===== src/rsc_regs.svh =====
// register map, field positions, reset values and timing counts of the reset source controller
`ifndef RSC_REGS_SVH
`define RSC_REGS_SVH
`define RSC_ADDR_WDOG 8'h00
`define RSC_ADDR_PWR 8'h04
`define RSC_ADDR_FLASH 8'h08
`define RSC_ADDR_TA 8'h0C
`define RSC_ADDR_STATUS 8'h10
`define RSC_WDOG_POR_BIT 6
`define RSC_WDOG_WDRF_BIT 3
`define RSC_PWR_OFF_BIT 5
`define RSC_PWR_DET_BIT 4
`define RSC_PWR_STOP_BIT 1
`define RSC_FLASH_BANK_BIT 4
`define RSC_ST_DRIVE_BIT 7
`define RSC_ST_BANKMAP_BIT 8
`define RSC_ST_PIN_BIT 9
`define RSC_CMD_SYSRST 4'h1
`define RSC_CMD_CBANK 4'h2
`define RSC_TA_KEY1 8'hAA
`define RSC_TA_KEY2 8'h55
`define RSC_RST_POR 1'b1
`define RSC_RST_WDRF 1'b0
`define RSC_RST_DET 1'b0
`define RSC_RST_OFF 1'b0
`define RSC_RST_BANK 1'b0
`define RSC_CLK_MHZ 250
`define RSC_OSC_MIN_KHZ 20
`define RSC_STARTUP_CYCLES 65536
`define RSC_SHORT_CYCLES 13
`define RSC_EXT_MIN_CYCLES 4
`define RSC_EXIT_CYCLES 2
`define RSC_OSC_LIMIT_CYCLES (`RSC_CLK_MHZ * 1000 / `RSC_OSC_MIN_KHZ)
`define RSC_RESP_OKAY 2'h0
`define RSC_RESP_SLVERR 2'h2
`endif


===== src/rsc_pkg.sv =====
// types shared by the reset source controller
package rsc_pkg;
  typedef enum logic [6:0] {
    RSC_RUN = 7'h01,
    RSC_POWER = 7'h02,
    RSC_START = 7'h04,
    RSC_SHORT = 7'h08,
    RSC_EXT = 7'h10,
    RSC_EXIT = 7'h20,
    RSC_OSC = 7'h40
  } rsc_state_t;
endpackage


===== src/rsc_ctrl.sv =====
// reset source controller: sequencer, source flags, reset pin drive and AXI4-Lite registers
//
// Our own choices: the address map and register access over AXI4-Lite.
`timescale 1ns/1ns
`include "rsc_regs.svh"
module rsc_ctrl #(
  parameter int STARTUP_CYCLES = `RSC_STARTUP_CYCLES,
  parameter int OSC_LIMIT_CYCLES = `RSC_OSC_LIMIT_CYCLES
) (
  input wire logic sys_clk_in,
  input wire logic resetn_in,
  input wire logic [7:0] s_axi_awaddr,
  input wire logic [2:0] s_axi_awprot,
  input wire logic s_axi_awvalid,
  output logic s_axi_awready,
  input wire logic [31:0] s_axi_wdata,
  input wire logic [3:0] s_axi_wstrb,
  input wire logic s_axi_wvalid,
  output logic s_axi_wready,
  output logic [1:0] s_axi_bresp,
  output logic s_axi_bvalid,
  input wire logic s_axi_bready,
  input wire logic [7:0] s_axi_araddr,
  input wire logic [2:0] s_axi_arprot,
  input wire logic s_axi_arvalid,
  output logic s_axi_arready,
  output logic [31:0] s_axi_rdata,
  output logic [1:0] s_axi_rresp,
  output logic s_axi_rvalid,
  input wire logic s_axi_rready,
  input wire logic vcc_ok_in,
  input wire logic main_osc_in,
  input wire logic rst_pin_in,
  output logic rst_pin_out,
  output logic rst_pin_oe_out,
  input wire logic wdt_enable_in,
  input wire logic wdt_timeout_in,
  output logic core_reset_out,
  output logic reset_vector_out,
  output logic osc_enable_out,
  output logic ring_osc_sel_out,
  output logic clk_div_one_out,
  output logic bank_map_out
);
  localparam logic [16:0] START_LOAD = 17'(STARTUP_CYCLES - 1);
  localparam logic [16:0] SHORT_LOAD = 17'(`RSC_SHORT_CYCLES - 1);
  localparam logic [16:0] EXIT_LOAD = 17'(`RSC_EXIT_CYCLES - 1);
  localparam logic [2:0] EXT_MIN = 3'(`RSC_EXT_MIN_CYCLES);
  localparam logic [15:0] OSC_LIMIT = 16'(OSC_LIMIT_CYCLES);

  rsc_pkg::rsc_state_t state_q;
  rsc_pkg::rsc_state_t state_d;
  logic [16:0] cnt_q;
  logic [16:0] cnt_d;
  logic [2:0] sync_s;
  logic vcc_s;
  logic osc_s;
  logic pin_s;
  logic osc_prev_q;
  logic [15:0] gap_q;
  logic [2:0] ext_cnt_q;
  logic por_q;
  logic wdrf_q;
  logic det_en_q;
  logic off_q;
  logic stop_q;
  logic bank_sel_q;
  logic bank_map_q;
  logic drive_q;
  logic [1:0] ta_q;
  logic core_rst_q;
  logic vec_q;
  logic sb_q;
  logic ring_q;
  logic aw_hold_q;
  logic w_hold_q;
  logic [7:0] awaddr_q;
  logic [7:0] wdata_q;
  logic wstrb0_q;
  logic bvalid_q;
  logic [1:0] bresp_q;
  logic rvalid_q;
  logic [31:0] rdata_q;
  logic [1:0] rresp_q;

  // vcc, main oscillator and reset pin all arrive from outside the clock domain
  rsc_sync #(.WIDTH(3)) u_sync (
    .sys_clk_in(sys_clk_in),
    .resetn_in(resetn_in),
    .async_in({vcc_ok_in, main_osc_in, rst_pin_in}),
    .sync_out(sync_s)
  );
  assign vcc_s = sync_s[2];
  assign osc_s = sync_s[1];
  assign pin_s = sync_s[0];

  // bus write path: address and data taken in either order, then one response
  wire aw_take = s_axi_awvalid & s_axi_awready;
  wire w_take = s_axi_wvalid & s_axi_wready;
  wire aw_have = aw_hold_q | aw_take;
  wire w_have = w_hold_q | w_take;
  wire do_write = aw_have & w_have;
  wire [7:0] wr_addr = aw_hold_q ? awaddr_q : s_axi_awaddr;
  wire [7:0] wr_data = w_hold_q ? wdata_q : s_axi_wdata[7:0];
  wire wr_lane0 = w_hold_q ? wstrb0_q : s_axi_wstrb[0];
  wire wr_hit_wdog = wr_addr == `RSC_ADDR_WDOG;
  wire wr_hit_pwr = wr_addr == `RSC_ADDR_PWR;
  wire wr_hit_flash = wr_addr == `RSC_ADDR_FLASH;
  wire wr_hit_ta = wr_addr == `RSC_ADDR_TA;
  wire wr_hit_st = wr_addr == `RSC_ADDR_STATUS;
  wire wr_mapped = wr_hit_wdog | wr_hit_pwr | wr_hit_flash | wr_hit_ta | wr_hit_st;
  wire wr_en = do_write & wr_lane0;
  wire wr_wdog = wr_en & wr_hit_wdog;
  wire wr_pwr = wr_en & wr_hit_pwr;
  wire wr_flash = wr_en & wr_hit_flash;
  wire wr_ta = wr_en & wr_hit_ta;
  wire ta_open = ta_q == 2'h2;
  wire [3:0] cmd = wr_data[3:0];
  // command field only acts inside the timed-access window
  wire fl_sysrst = wr_flash & ta_open & (cmd == `RSC_CMD_SYSRST);
  wire fl_cbank = wr_flash & ta_open & (cmd == `RSC_CMD_CBANK);

  assign s_axi_awready = ~aw_hold_q & ~s_axi_bvalid;
  assign s_axi_wready = ~w_hold_q & ~s_axi_bvalid;
  assign s_axi_arready = ~s_axi_rvalid;

  // reset source detection
  wire osc_edge = osc_s ^ osc_prev_q;
  wire gap_sat = gap_q >= OSC_LIMIT;
  wire pwr_bad = ~vcc_s;
  wire osc_fail = det_en_q & ~stop_q & gap_sat;
  wire ext_hit = ext_cnt_q == EXT_MIN;
  wire stop_hit = stop_q & pin_s;
  wire wd_hit = wdt_enable_in & wdt_timeout_in;
  wire fl_hit = fl_sysrst | fl_cbank;
  wire in_run = state_q == rsc_pkg::RSC_RUN;
  wire leave = ~in_run & (state_d == rsc_pkg::RSC_RUN);
  wire enter_pwr = pwr_bad & (state_q != rsc_pkg::RSC_POWER);
  wire enter_osc = (state_d == rsc_pkg::RSC_OSC) & (state_q != rsc_pkg::RSC_OSC);
  wire enter_wd = in_run & (state_d == rsc_pkg::RSC_SHORT) & wd_hit;
  wire enter_fl = in_run & (state_d == rsc_pkg::RSC_SHORT) & ~wd_hit;
  wire enter_ext = in_run & ((state_d == rsc_pkg::RSC_EXT) | (state_d == rsc_pkg::RSC_START));
  wire cnt_zero = cnt_q == 17'h00000;

  // each source lands in a reset state (POWER, START, SHORT, EXT or OSC), watchdog and flash command both in SHORT; the oscillator stops only through stop_q
  always_comb begin
    state_d = state_q;
    cnt_d = cnt_zero ? cnt_q : cnt_q - 17'h00001;
    if (pwr_bad) begin
      state_d = rsc_pkg::RSC_POWER;
    end else begin
      case (state_q)
        rsc_pkg::RSC_RUN: begin
          if (osc_fail) begin
            state_d = rsc_pkg::RSC_OSC;
          end else if (stop_hit) begin
            state_d = rsc_pkg::RSC_START;
            cnt_d = START_LOAD;
          end else if (ext_hit) begin
            state_d = rsc_pkg::RSC_EXT;
          end else if (wd_hit | fl_hit) begin
            state_d = rsc_pkg::RSC_SHORT;
            cnt_d = SHORT_LOAD;
          end
        end
        rsc_pkg::RSC_POWER: begin
          state_d = rsc_pkg::RSC_START;
          cnt_d = START_LOAD;
        end
        rsc_pkg::RSC_START: begin
          if (cnt_zero) begin
            state_d = rsc_pkg::RSC_RUN;
          end
        end
        rsc_pkg::RSC_SHORT: begin
          if (osc_fail) begin
            state_d = rsc_pkg::RSC_OSC;
          end else if (cnt_zero) begin
            state_d = rsc_pkg::RSC_RUN;
          end
        end
        rsc_pkg::RSC_EXT: begin
          if (!pin_s) begin
            state_d = rsc_pkg::RSC_EXIT;
            cnt_d = EXIT_LOAD;
          end
        end
        rsc_pkg::RSC_EXIT: begin
          if (cnt_zero) begin
            state_d = rsc_pkg::RSC_RUN;
          end
        end
        rsc_pkg::RSC_OSC: begin
          if (!gap_sat) begin
            state_d = rsc_pkg::RSC_EXIT;
            cnt_d = EXIT_LOAD;
          end
        end
        default: begin
          state_d = rsc_pkg::RSC_POWER;
        end
      endcase
    end
  end

  // flag next values: hardware set wins over a software write in the same cycle
  wire por_d = enter_pwr ? 1'b1 : (wr_wdog ? wr_data[`RSC_WDOG_POR_BIT] : por_q);
  wire wdrf_d = enter_wd ? 1'b1 : (wr_wdog ? wr_data[`RSC_WDOG_WDRF_BIT] : wdrf_q);
  wire off_set = enter_osc;
  wire off_d = off_set ? 1'b1 : ((wr_pwr ? wr_data[`RSC_PWR_OFF_BIT] : off_q) & ~enter_pwr);
  wire det_en_d = enter_pwr ? 1'b0 : (wr_pwr ? wr_data[`RSC_PWR_DET_BIT] : det_en_q);
  wire stop_d = ~in_run | stop_hit ? 1'b0 : (wr_pwr ? wr_data[`RSC_PWR_STOP_BIT] : stop_q);
  wire bank_d = fl_cbank ? ~bank_sel_q : (wr_flash ? wr_data[`RSC_FLASH_BANK_BIT] : bank_sel_q);
  // own pin drive is masked from the pin filter; the synchroniser lag after release is
  // shorter than the four-cycle minimum, so our own pulse never reads back as external
  wire drive_d = (enter_pwr | enter_osc | enter_wd | enter_fl) ? 1'b1 :
                 ((enter_ext | leave) ? 1'b0 : drive_q);
  wire [2:0] ext_cnt_d = (~pin_s | drive_q) ? 3'h0 : (ext_hit ? ext_cnt_q : ext_cnt_q + 3'h1);
  wire [15:0] gap_d = osc_edge ? 16'h0000 : (gap_sat ? gap_q : gap_q + 16'h0001);
  wire [1:0] ta_d = ~wr_en ? ta_q :
                    (wr_ta & (wr_data == `RSC_TA_KEY1)) ? 2'h1 :
                    (wr_ta & (wr_data == `RSC_TA_KEY2) & (ta_q == 2'h1)) ? 2'h2 : 2'h0;

  always_ff @(posedge sys_clk_in or negedge resetn_in) begin
    if (!resetn_in) begin
      state_q <= rsc_pkg::RSC_POWER;
      cnt_q <= 17'h00000;
      core_rst_q <= 1'b1;
      vec_q <= 1'b0;
      sb_q <= 1'b0;
      ring_q <= 1'b0;
    end else begin
      state_q <= state_d;
      cnt_q <= cnt_d;
      core_rst_q <= state_d != rsc_pkg::RSC_RUN;
      vec_q <= leave;
      sb_q <= enter_pwr | enter_wd | enter_ext;
      ring_q <= state_d == rsc_pkg::RSC_OSC;
    end
  end

  always_ff @(posedge sys_clk_in or negedge resetn_in) begin
    if (!resetn_in) begin
      por_q <= `RSC_RST_POR;
      wdrf_q <= `RSC_RST_WDRF;
      off_q <= `RSC_RST_OFF;
      det_en_q <= `RSC_RST_DET;
      stop_q <= 1'b0;
      bank_sel_q <= `RSC_RST_BANK;
      bank_map_q <= `RSC_RST_BANK;
      drive_q <= 1'b1;
      ext_cnt_q <= 3'h0;
      gap_q <= 16'h0000;
      osc_prev_q <= 1'b0;
      ta_q <= 2'h0;
    end else begin
      por_q <= por_d;
      wdrf_q <= wdrf_d;
      off_q <= off_d;
      det_en_q <= det_en_d;
      stop_q <= stop_d;
      bank_sel_q <= bank_d;
      bank_map_q <= leave ? bank_sel_q : bank_map_q;
      drive_q <= drive_d;
      ext_cnt_q <= ext_cnt_d;
      gap_q <= gap_d;
      osc_prev_q <= osc_s;
      ta_q <= ta_d;
    end
  end

  // write channel and response
  always_ff @(posedge sys_clk_in or negedge resetn_in) begin
    if (!resetn_in) begin
      aw_hold_q <= 1'b0;
      w_hold_q <= 1'b0;
      awaddr_q <= 8'h00;
      wdata_q <= 8'h00;
      wstrb0_q <= 1'b0;
      bvalid_q <= 1'b0;
      bresp_q <= `RSC_RESP_OKAY;
    end else begin
      if (do_write) begin
        aw_hold_q <= 1'b0;
        w_hold_q <= 1'b0;
        bvalid_q <= 1'b1;
        bresp_q <= wr_mapped ? `RSC_RESP_OKAY : `RSC_RESP_SLVERR;
      end else begin
        aw_hold_q <= aw_have;
        w_hold_q <= w_have;
        if (bvalid_q && s_axi_bready) begin
          bvalid_q <= 1'b0;
        end
      end
      if (aw_take) begin
        awaddr_q <= s_axi_awaddr;
      end
      if (w_take) begin
        wdata_q <= s_axi_wdata[7:0];
        wstrb0_q <= s_axi_wstrb[0];
      end
    end
  end

  // read decode; the command field always reads as zero
  wire [31:0] rd_wdog = 32'(por_q) << `RSC_WDOG_POR_BIT | 32'(wdrf_q) << `RSC_WDOG_WDRF_BIT;
  wire [31:0] rd_pwr = 32'(off_q) << `RSC_PWR_OFF_BIT | 32'(det_en_q) << `RSC_PWR_DET_BIT |
                       32'(stop_q) << `RSC_PWR_STOP_BIT;
  wire [31:0] rd_flash = 32'(bank_sel_q) << `RSC_FLASH_BANK_BIT;
  wire [31:0] rd_ta = {30'h00000000, ta_q};
  wire [31:0] rd_st = {25'h0000000, state_q} | 32'(drive_q) << `RSC_ST_DRIVE_BIT |
                      32'(bank_map_q) << `RSC_ST_BANKMAP_BIT | 32'(pin_s) << `RSC_ST_PIN_BIT;
  wire rd_mapped = (s_axi_araddr == `RSC_ADDR_WDOG) | (s_axi_araddr == `RSC_ADDR_PWR) |
                   (s_axi_araddr == `RSC_ADDR_FLASH) | (s_axi_araddr == `RSC_ADDR_TA) |
                   (s_axi_araddr == `RSC_ADDR_STATUS);
  wire [31:0] rd_mux = (s_axi_araddr == `RSC_ADDR_WDOG) ? rd_wdog :
                       (s_axi_araddr == `RSC_ADDR_PWR) ? rd_pwr :
                       (s_axi_araddr == `RSC_ADDR_FLASH) ? rd_flash :
                       (s_axi_araddr == `RSC_ADDR_TA) ? rd_ta :
                       (s_axi_araddr == `RSC_ADDR_STATUS) ? rd_st : 32'h00000000;

  always_ff @(posedge sys_clk_in or negedge resetn_in) begin
    if (!resetn_in) begin
      rvalid_q <= 1'b0;
      rdata_q <= 32'h00000000;
      rresp_q <= `RSC_RESP_OKAY;
    end else if (s_axi_arvalid && s_axi_arready) begin
      rvalid_q <= 1'b1;
      rdata_q <= rd_mux;
      rresp_q <= rd_mapped ? `RSC_RESP_OKAY : `RSC_RESP_SLVERR;
    end else if (rvalid_q && s_axi_rready) begin
      rvalid_q <= 1'b0;
    end
  end

  assign s_axi_bvalid = bvalid_q;
  assign s_axi_bresp = bresp_q;
  assign s_axi_rvalid = rvalid_q;
  assign s_axi_rdata = rdata_q;
  assign s_axi_rresp = rresp_q;
  assign rst_pin_out = 1'b1;
  assign rst_pin_oe_out = drive_q;
  assign core_reset_out = core_rst_q;
  assign reset_vector_out = vec_q;
  assign osc_enable_out = ~stop_q;
  assign ring_osc_sel_out = ring_q;
  assign clk_div_one_out = sb_q;
  assign bank_map_out = bank_map_q;
endmodule // rsc_ctrl


===== src/rsc_sync.sv =====
// two flip-flop synchroniser for independent level inputs
`timescale 1ns/1ns
module rsc_sync #(
  parameter int WIDTH = 1
) (
  input wire logic sys_clk_in,
  input wire logic resetn_in,
  input wire logic [WIDTH-1:0] async_in,
  output logic [WIDTH-1:0] sync_out
);
  logic [WIDTH-1:0] meta_q;
  logic [WIDTH-1:0] sync_q;

  always_ff @(posedge sys_clk_in or negedge resetn_in) begin
    if (!resetn_in) begin
      meta_q <= '0;
      sync_q <= '0;
    end else begin
      meta_q <= async_in;
      sync_q <= meta_q;
    end
  end

  assign sync_out = sync_q;
endmodule // rsc_sync


===== config.mk =====
export PLATFORM = sky130hd
export DESIGN_NAME = rsc_ctrl
export DESIGN_NICKNAME = d
export VERILOG_FILES = /design/src/rsc_pkg.sv /design/src/rsc_ctrl.sv /design/src/rsc_sync.sv
export VERILOG_INCLUDE_DIRS = /design/src
export SDC_FILE = /design/constraint.sdc
export NUM_CORES = 1
export LEC_CHECK = 0
export ABC_AREA = 1
export BUFFER_PORTS_ARGS = -buffer_cell sky130_fd_sc_hd__buf_4
export CAP_MARGIN = 30
export CELL_PAD_IN_SITES_DETAIL_PLACEMENT = 0
export CELL_PAD_IN_SITES_GLOBAL_PLACEMENT = 1
export CORE_MARGIN = 5
export CORE_UTILIZATION = 43
export DETAILED_ROUTE_END_ITERATION = 8
export PLACE_DENSITY = 0.88
export SLEW_MARGIN = 15
export SYNTH_ARGS = -nofsm -noshare
export SYNTH_HDL_FRONTEND = slang
export SYNTH_HIERARCHICAL = 1
export SYNTH_SLANG_ARGS = --single-unit

===== constraint.sdc =====
create_clock -name sys_clk_in -period 4.5 [get_ports sys_clk_in]
set_clock_uncertainty 0.2 [all_clocks]
set_input_delay 0.675 -clock sys_clk_in [delete_from_list [all_inputs] [get_ports sys_clk_in]]
set_output_delay 0.675 -clock sys_clk_in [all_outputs]
set_load 0.02 [all_outputs]

==> metrics.txt, run 1 <==
status finished clean; Synth cell types 53; CTS tree yes; root buf cell clkbuf_16; Yosys reg bits 97; CP arrival 2.77 ns; Lkg Pwr about 3.2 nW; initial core utilization 43.64%; maxcap violations 0; share of layout cells above drive strength 1 about 16%; cts-stage hold buffer count 0; pre-CTS WS roughly 1.7 ns; critical path class flip-flop to flip-flop; Detail Placement HPWL around 9500 µm; Total Wirelength approximately 12000 µm; CP Cell Sequence inv_2 -> nand2_1 -> nand2_1 -> nor2_4 -> nand2_1 -> nand2_1 -> nand4_2 -> nand2_2 -> nand3_2 -> nand2_2 -> inv_2 -> nor2_4 -> inv_1 -> nand2_1 -> o21ai_1; post-layout util around half; die span in x 122.9 µm; post-synthesis async set-or-reset flop share 100.0%; Tightest Pin Transition a little under 0.8 ns; synthesized area around 5500 µm²; via/cell ratio approximately 5.0; Placer Congestion 0.8781; via count of the first global-routing pass approximately 4600; final setup fails 0; Synth area leader dfrtp_1; top_reg_cell synth dfrtp_1; slowest CP cell dfrtp_1; largest net degree at the start of global routing 70; Routed WL per cell ~13 µm; Longest Clk Path Bufs 2; ranking of synthesized cells by area dfrtp_1, nand2_1, inv_1; total negative slack 0 ns; Final Hold Fails 0; pins over their slew limit 0; worst-path fanout max 15; Syn Area/Cell 7.847 µm²; initial detailed-routing violation count approximately 300; post-synthesis cell count approximately 700; all-layer global routing usage approximately 18%; CP most frequent cell nand2_1; Die H about 120 µm; initial antenna violation count 0; f_max roughly 0.36 GHz; CP startpoint kind flip-flop; clk sinks 97; final worst slack between 1.5 and 2 ns; Max stage delay on crit path 0.67 ns; power per cell area ~410 nW/µm²; total I/O pin count 119; RSZ-0062 raised after global routing false; Ys Warns 6; Num CTS Buffers 9; Residual DRC 0; first-pass GRT wire length ~21000 µm; sequential share of the synthesized area between 40% and 50%; Tmin final roughly 2.8 ns; total congestion overflow 0; H-tree Lvls 3; Critical Path RT between 4 and 5 ns; hold_ws roughly 0.066 ns; EDFF count, synth 0; family with the most delay on the worst path simple AND/OR/NAND/NOR gates; IO buf count 60; drt pass-1 iters 4; max_slew headroom 48.02%; postcts setup bufs 0; peak supply drop between 0.0002 and 0.0003 V; DRT antenna net count 0; Worst Path Buf+Inv 3; Core Box Area between 10000 and 15000 µm²; Row Count just over 40; final worst-path cycle share 61.59%; post-synth top area share between 40% and 50%; Worst-path clk slew 0.07 ns; Worst-Skew Late Latency around 0.34 ns; # diodes 0; cells resized by post-CTS repair 0; die area 15120 µm²; Layout area overhead 15.19%; endpoint class of the critical path flip-flop; Total Nets Final 837; total number of vias between 4000 and 5000; Hold Path Class primary input to async pin
[synthesized netlist by cell type (10+ instances only)]
cell	n
dfrtp_1	93
inv_1	100
nor2_1	58
nand4_1	13
o21ai_2	10
a21oi_1	21
nand2_1	167
buf_4	26
xor2_1	12
o21ai_0	47
nand3_1	40
nor3_1	19
[report_power, final]
part           internal, W  switching, W
combinational     0.000251      0.000437
sequential         0.00102      0.000129
clock             0.000444      0.000325
total              0.00172      0.000891
[worst register-to-register path, stage by stage (launching register included)]
cell	delay [ns]
dfrtp_1	0.67
inv_2	0.20
nand2_1	0.10
nand2_1	0.11
nor2_4	0.11
nand2_1	0.06
nand2_1	0.08
nand4_2	0.13
nand2_2	0.15
nand3_2	0.08
nand2_2	0.08
inv_2	0.06
nor2_4	0.33
inv_1	0.13
nand2_1	0.08
o21ai_1	0.05
[layout by cell type (no fill, tap or decap), types with 2 or more instances in the layout]
cell        instances
nand2_1           167
inv_1             100
dfrtp_1            93
buf_4              61
nor2_1             58
o21ai_0            47
nand3_1            40
conb_1             25
a21oi_1            21
nor3_1             19
nand4_1            13
xor2_1             12
o21ai_2            10
clkbuf_16           9
o21ai_1             8
nor2_2              5
ha_1                5
nand2_2             4
inv_2               4
xnor2_1             4
o31ai_1             4
dfstp_2             4
nand3_2             3
nor2_4              3
o211ai_1            3
nor4_2              3
nor4_1              3
mux2i_1             3
o22ai_1             2
nand3b_1            2
nand4_2             2
or2_2               2
clkinvlp_4          2
clkinv_2            2
[worst paths after layout]
check / from / slack [ns] / cells past startpoint / endpoint
max: w_hold_q / 1.73 / 15 / cnt_q[7]
min reg2reg: u_sync/meta_q[2] / 0.15 / 0 / u_sync/sync_out[2]
min in group sys_clk_in: u_sync/meta_q[2] / 0.15 / 0 / u_sync/sync_out[2]
max reg2reg: w_hold_q / 1.73 / 15 / cnt_q[7]
max in group asynchronous: resetn_in / 3.25 / 2 / por_q
min: resetn_in / 0.07 / 1 / gap_q[5]
[sequential cells by signal (all words and copies together) (netlist names), 2 cells and up]
register         cells
awaddr_q             8
cnt_q               17
ext_cnt_q            3
gap_q               16
s_axi_rdata         10
state_q              7
ta_q                 2
u_sync/meta_q        3
u_sync/sync_out      3
wdata_q              8
[kinds of logic after synthesis]
kind of cell / synth area share, %
AND/OR/NAND/NOR: 27.83
buffers and inverters: 11.72
AO/OA/AOI/OAI: 11.52
flip-flops: 44.34
XOR/XNOR: 2.555
adder cells (fa/ha/maj): 1.141
multiplexers: 0.7527
other: 0.1369
[final cells by class]
class / count / area, µm²
clock buffers: 11 / 242.7
clock inverters: 5 / 55.05
fillers: 1229 / 6250
inverters: 105 / 394.1
multi-input cells: 486 / 2496
flip-flops and latches: 97 / 2432
well taps: 172 / 215.2
repair buffers: 63 / 483.0
[routing by layer]
layer | GRT usage, % | vias up | wire length (µm)
met4 | 4.969 | 0 | 121
met2 | 30.41 | 99 | 6392
met1 | 21.67 | 2212 | 5280
li1 | - | 2330 | -
met3 | 4.849 | 10 | 509
met5 | 0 | - | 0
[through the flow]
stage	total power, W	std cells	cell area, µm²
6_report	0.002606	939	6319
5_1_grt	0.002791	939	6319
4_1_cts	0.002636	938	6299
3_5_place_dp	0.001854	922	6001
3_3_place_gp	0.001830	921	5996
2_1_floorplan	0.001677	722	5572
Note: power is estimated with default switching activity, not from simulation.
==> run 2: changes to the inputs <==
--- a/config.mk
+++ b/config.mk
@@ -12,9 +12,9 @@
 export CELL_PAD_IN_SITES_DETAIL_PLACEMENT = 0
 export CELL_PAD_IN_SITES_GLOBAL_PLACEMENT = 1
 export CORE_MARGIN = 5
-export CORE_UTILIZATION = 43
+export CORE_UTILIZATION = 36
 export DETAILED_ROUTE_END_ITERATION = 8
-export PLACE_DENSITY = 0.88
+export PLACE_DENSITY = 0.78
 export SLEW_MARGIN = 15
 export SYNTH_ARGS = -nofsm -noshare
 export SYNTH_HDL_FRONTEND = slang
==> constraint.sdc (replaced) <==
create_clock -name sys_clk_in -period 2.2 [get_ports sys_clk_in]
set_clock_uncertainty 0.2 [all_clocks]
set_input_delay 0.33 -clock sys_clk_in [delete_from_list [all_inputs] [get_ports sys_clk_in]]
set_output_delay 0.33 -clock sys_clk_in [all_outputs]
set_load 0.02 [all_outputs]
==> run 2 against run 1 <==
First-iteration DRC count down 19%. Clock power up 100%. Cell area up 16%. Combinational power rose to 2.9 times the previous value. Routed wire length up 12%. Setup slack worse by 1.7 ns. Utilization down 1.5 points. Critical path type unchanged. Power up 120%. Fmax up 29%. Die area up 18%. Via count up 5.2%.
==> metrics.txt, run 2 (synthesized netlist as in run 1, its figures left out) <==
placed standard-cell area between 6000 and 7000 µm²; internal cell power 0.003816 W; Longest Clk Path Bufs 2; Tmin final 2.148 ns; via/cell ratio ~4.7; final setup fails 0; initial core utilization 36.35%; Layout Cells excl Fill 1052; root buf cell clkbuf_16; pins over their slew limit 0; Routed WL per cell 13.05 µm; RSZ-0062 raised after global routing true; sequential power share between 30% and 40%; maxcap violations 0; # placed instances approximately 1000; commonest non-fill, non-tap cell in the layout nand2_1; clk sinks 97; hold_ws roughly 0.013 ns; Worst-path clk slew 0.07 ns; Die H ~130 µm; Placer Congestion 0.8683; # diodes 0; Clock Power Share 26.8%; Total Nets Final between 900 and 1000; die area around 18000 µm²; final worst slack ~0.052 ns; switching power ~0.002 W; all-layer global routing usage 15.57%; f_max about 0.47 GHz; power per cell area 796.3 nW/µm²; max FFs per register 17; total I/O pin count 119; worst-path fanout max 6; Critical Path RT 2.24 ns; CTS tree yes; pre-CTS WS -0.04750 ns; status finished clean; design area around 7400 µm²; Tightest Pin Transition just over 0.5 ns; Sw Share approximately a third; largest net degree at the start of global routing 38; drt pass-1 iters 5; peak supply drop ~0.0005 V; Num CTS Buffers 9; Total Wirelength 13730 µm; Final Hold Fails 0; Row Count 45; DRT antenna net count 0; Hold Path Class primary input to flip-flop; first-pass GRT wire length 22660 µm; R2R Setup Slk ~0.052 ns; CP arrival 2.19 ns; most frequent cells in the layout nand2_1, buf_4, inv_1; H-tree Lvls 3; critical path class flip-flop to flip-flop; max_slew headroom approximately 66%; Detail Placement HPWL a little over 10000 µm; combinational share of power between 30% and 40%; initial antenna violation count 0; total number of vias 4892; most flop-heavy register cnt_q; Worst-Skew Late Latency roughly 0.36 ns; initial detailed-routing violation count 250; Core Box Area roughly 15000 µm²; total congestion overflow 0; via count of the first global-routing pass approximately 4800; total negative slack 0 ns; Layout area overhead 34.15%; Lkg Pwr roughly 3.7 nW; share of layout cells above drive strength 1 between 20 and 30%; IO buf count 60; CP startpoint kind flip-flop; endpoint class of the critical path flip-flop; Residual DRC 0; final worst-path cycle share a little over nine tenths; die span in x 133.4 µm
==> run 2: final cells by class <==
type / instances / area (µm²)
Clock buffer: 12 / 256.5
Clock inverter: 4 / 33.78
Fill cell: 1504 / 7731
Inverter: 105 / 401.6
Multi-Input combinational cell: 486 / 2700
Sequential cell: 97 / 2435
Tap cell: 188 / 235.2
Timing Repair Buffer: 160 / 1296
==> run 2: routing by layer <==
metal / GRT usage (%) / up-vias / part of all wire [%]
met4: 6.000 / 0 / 1.8
met3: 2.304 / 14 / 3.6
met5: 0 / - / 0
met1: 20.12 / 2255 / 46
li1: - / 2525 / -
met2: 26.41 / 98 / 49
==> run 2: stage by stage <==
| stage | util (%) | power, W |
|---|---|---|
| 3_5_place_dp | 43.37 | 0.004087 |
| 6_report | 48.76 | 0.005860 |
| 4_1_cts | 46.60 | 0.005723 |
| 2_1_floorplan | - | 0.003430 |
| 3_3_place_gp | 43.37 | 0.004059 |
| 5_1_grt | 48.76 | 0.006250 |
==> run 2: repair_timing <==
action                                  in CTS  in global routing
endpoints found under the setup margin      16                 27
pin swaps                                    0                 26
setup buffers                                1                 15
hold buffers                                18                  0
resized for setup                            4                 56
hold endpoints to repair                    50                  0
==> run 2: path summary, 6_finish.rpt <==
kind                             startpoint                  to  cells after the start
max                               aw_hold_q            cnt_q[8]                     13
min                          s_axi_wdata[1]          wdata_q[1]                      3
max reg2reg                       aw_hold_q            cnt_q[8]                     13
min reg2reg                u_sync/meta_q[2]  u_sync/sync_out[2]                      0
max in group asynchronous         resetn_in      core_reset_out                      3
min in group asynchronous         resetn_in            gap_q[6]                      2
==> run 2: power by group through the flow <==
stage	registers (W)	clock network, W	logic [W]
global placement	0.00233	0	0.00173
CTS	0.00230	0.00162	0.00180
finish	0.00229	0.00157	0.00199
detailed placement	0.00233	0	0.00176
floorplan	0.00230	0	0.00113
global route	0.00233	0.00167	0.00224
==> run 2: critical path, stage by stage, from the launching register on <==
cell and delay (ns):
dfrtp_2 0.39, buf_2 0.18, nand2_1 0.12, o21ai_4 0.08, nand3_2 0.10, nor2_4 0.16
nand4_4 0.12, nand2_4 0.10, nand3_2 0.08, nand2_2 0.07, inv_2 0.05, nor2_4 0.15
buf_6 0.16, o21ai_2 0.05
==> run 3: changes to the inputs <==
--- a/config.mk
+++ b/config.mk
@@ -11,10 +11,12 @@
 export CAP_MARGIN = 30
 export CELL_PAD_IN_SITES_DETAIL_PLACEMENT = 0
 export CELL_PAD_IN_SITES_GLOBAL_PLACEMENT = 1
+export CORE_ASPECT_RATIO = 2
 export CORE_MARGIN = 5
 export CORE_UTILIZATION = 36
 export DETAILED_ROUTE_END_ITERATION = 8
 export PLACE_DENSITY = 0.78
+export SKIP_LAST_GASP = 1
 export SLEW_MARGIN = 15
 export SYNTH_ARGS = -nofsm -noshare
 export SYNTH_HDL_FRONTEND = slang
==> run 3 against run 2 <==
Hold slack worse by 0.00076 ns. Global-route usage is 0.65 points lower. Die area rose by 0.85%. Count of clock-buffer cells in the layout fell by 1. Routed wire length fell by 4.7%. Non-clock buffer count is 10 lower. Fmax is 0.11% higher. First-iteration DRC count shrank 14%. Clock power grew 15%. Via count decreased by 1.1%. Combinational power is 5% lower. Power up 2.7%.
==> metrics.txt, run 3 (synthesized netlist as in run 1, its figures left out) <==
met1 usage between 10% and 20%; most flop-heavy register cnt_q; max FFs per register 17; M2 GR Usage 24.83%; maxcap violations 0; Max stage delay on crit path about 0.46 ns; FILL cells between 1000 and 1500; final worst-path cycle share between 90% and 100%; largest net degree at the start of global routing 32; final setup fails 0; # diodes 0; endpoint class of the critical path flip-flop; Row Count 64; via count of the first global-routing pass approximately 4800; total congestion overflow 0; pins over their slew limit 0; critical path class flip-flop to flip-flop; Detail Placement HPWL approximately 9900 µm; drt pass-1 iters 4; Layout Cells excl Fill about 1100; most frequent cells in the layout nand2_1, buf_4, inv_1; # placed instances 1000; status finished clean; via/cell ratio between 4 and 5; Total Wirelength roughly 13000 µm; post-layout util between 40% and 50%; RSZ-0062 raised after global routing true; Most Crowded Layer GR met2; Hold Path Class primary input to flip-flop; multi-input logic area roughly 2700 µm²; hold_ws ~0.012 ns; Die H 184.6 µm; die span in x 97.29 µm; total number of vias approximately 4800; Longest Clk Path Bufs 2; Core Box Area around 15000 µm²; root buf cell clkbuf_16; Worst-Skew Late Latency between 0.3 and 0.4 ns; Num CTS Buffers 9; Tmin final 2.146 ns; Final Hold Fails 0; die area 17960 µm²; commonest non-fill, non-tap cell in the layout nand2_1; CP Cell Sequence buf_4 -> o21ai_4 -> nand3_2 -> nor2_4 -> nand4_4 -> nand2_4 -> nand3_2 -> nand2_2 -> inv_2 -> nor2_4 -> buf_12 -> o21ai_2; flip-flop and latch area ~2400 µm²; Total Nets Final 924; Routed WL per cell between 10 and 15 µm; total I/O pin count roughly 120; peak supply drop approximately 0.00056 V; slowest CP cell dfrtp_2; initial antenna violation count 0; IO buf count 60; initial core utilization between 30 and 40%; Layout area overhead 33.01%; Placer Congestion 0.8609; clk sinks 97; initial detailed-routing violation count around 220; Critical Path RT roughly 2.2 ns; H-tree Lvls 3; first-pass GRT wire length about 22000 µm; share of layout cells above drive strength 1 27.99%; Worst-path clk slew approximately 0.06 ns; f_max 0.4660 GHz; power per cell area 825.0 nW/µm²; Residual DRC 0; met3 GRT Util 2.917%; CP startpoint kind flip-flop; worst-path fanout max 8; CP arrival between 2 and 2.5 ns; Lkg Pwr 3.650 nW; DRT antenna net count 0; total negative slack 0 ns; CTS tree yes; all-layer global routing usage 14.93%
==> run 3: cell count changes in the layout (fill, tap and decap cells not counted), moves of 2 or more <==
cell	previous run	this run
nor2_1	53	49
o21ai_2	14	11
inv_1	97	95
bufinv_16	0	3
nor2_2	6	10
dlygate4sd3_1	18	13
inv_2	5	9
inv_6	4	0
nor4_2	1	3
nand3_2	7	9
o21ai_1	3	6
buf_6	4	1
nor4_4	3	1
==> run 3: per-stage QoR <==
step / worst slack [ns] / instance area (µm²) / total power [W]
after floorplan: 0.1417 / 5572 / 0.003430
after global placement: -0.06051 / 6464 / 0.003954
after detailed placement: -0.07901 / 6464 / 0.003988
after CTS: 0.01268 / 6983 / 0.005892
after global routing: -0.08101 / 7296 / 0.006434
final: 0.05394 / 7296 / 0.006019
==> run 3: where the power goes <==
part           switching [W]  internal, W  leakage, nW  total, W
Combinational        0.00106     0.000835         2.25   0.00190
Clock               0.000668      0.00114        0.166   0.00181
Sequential          0.000225      0.00209         1.23   0.00231
==> run 3: final cells by class <==
| class | count | share of cell area, % |
|---|---|---|
| Multi-Input combinational cell | 486 | 36.65 |
| Timing Repair Buffer | 150 | 16.45 |
| Sequential cell | 97 | 33.37 |
| Clock inverter | 5 | 1.406 |
| Inverter | 105 | 5.402 |
| Tap cell | 198 | 3.396 |
| Clock buffer | 11 | 3.327 |
==> run 3: worst max-delay path: cells and delay by family (launching register included) <==
| family | cells | cell delay [ns] |
|---|---|---|
| AND/OR/NAND/NOR | 7 | 0.81 |
| flip-flops | 1 | 0.46 |
| AO/OA/AOI/OAI | 2 | 0.18 |
| buffers and inverters | 3 | 0.36 |
==> run 3: worst paths after layout <==
kind                       slack, ns             start  cells after the start                 end
hold reg to reg                 0.15  u_sync/meta_q[0]                      0  u_sync/sync_out[0]
setup / recovery                0.05         aw_hold_q                     12            cnt_q[5]
setup reg to reg                0.05         aw_hold_q                     12            cnt_q[5]
max in group asynchronous       0.91         resetn_in                      3           aw_hold_q
min in group asynchronous       0.25         resetn_in                      2            gap_q[9]
hold / removal                  0.01   s_axi_awaddr[6]                      3         awaddr_q[6]
==> run 3: per-layer routing <==
metal  vias up  share of wire, %
met2        91                48
met5         -                 0
li1       2504                 -
met3        11               3.9
met1      2233                47
met4         0               1.6
==> run 3: repair_timing <==
item	4_1_cts	5_1_grt
endpoints found under the hold margin	36	0
hold buffers	13	0
buffers inserted	3	20
setup endpoints to repair	20	29
pin swaps	2	15
resized for setup	10	45
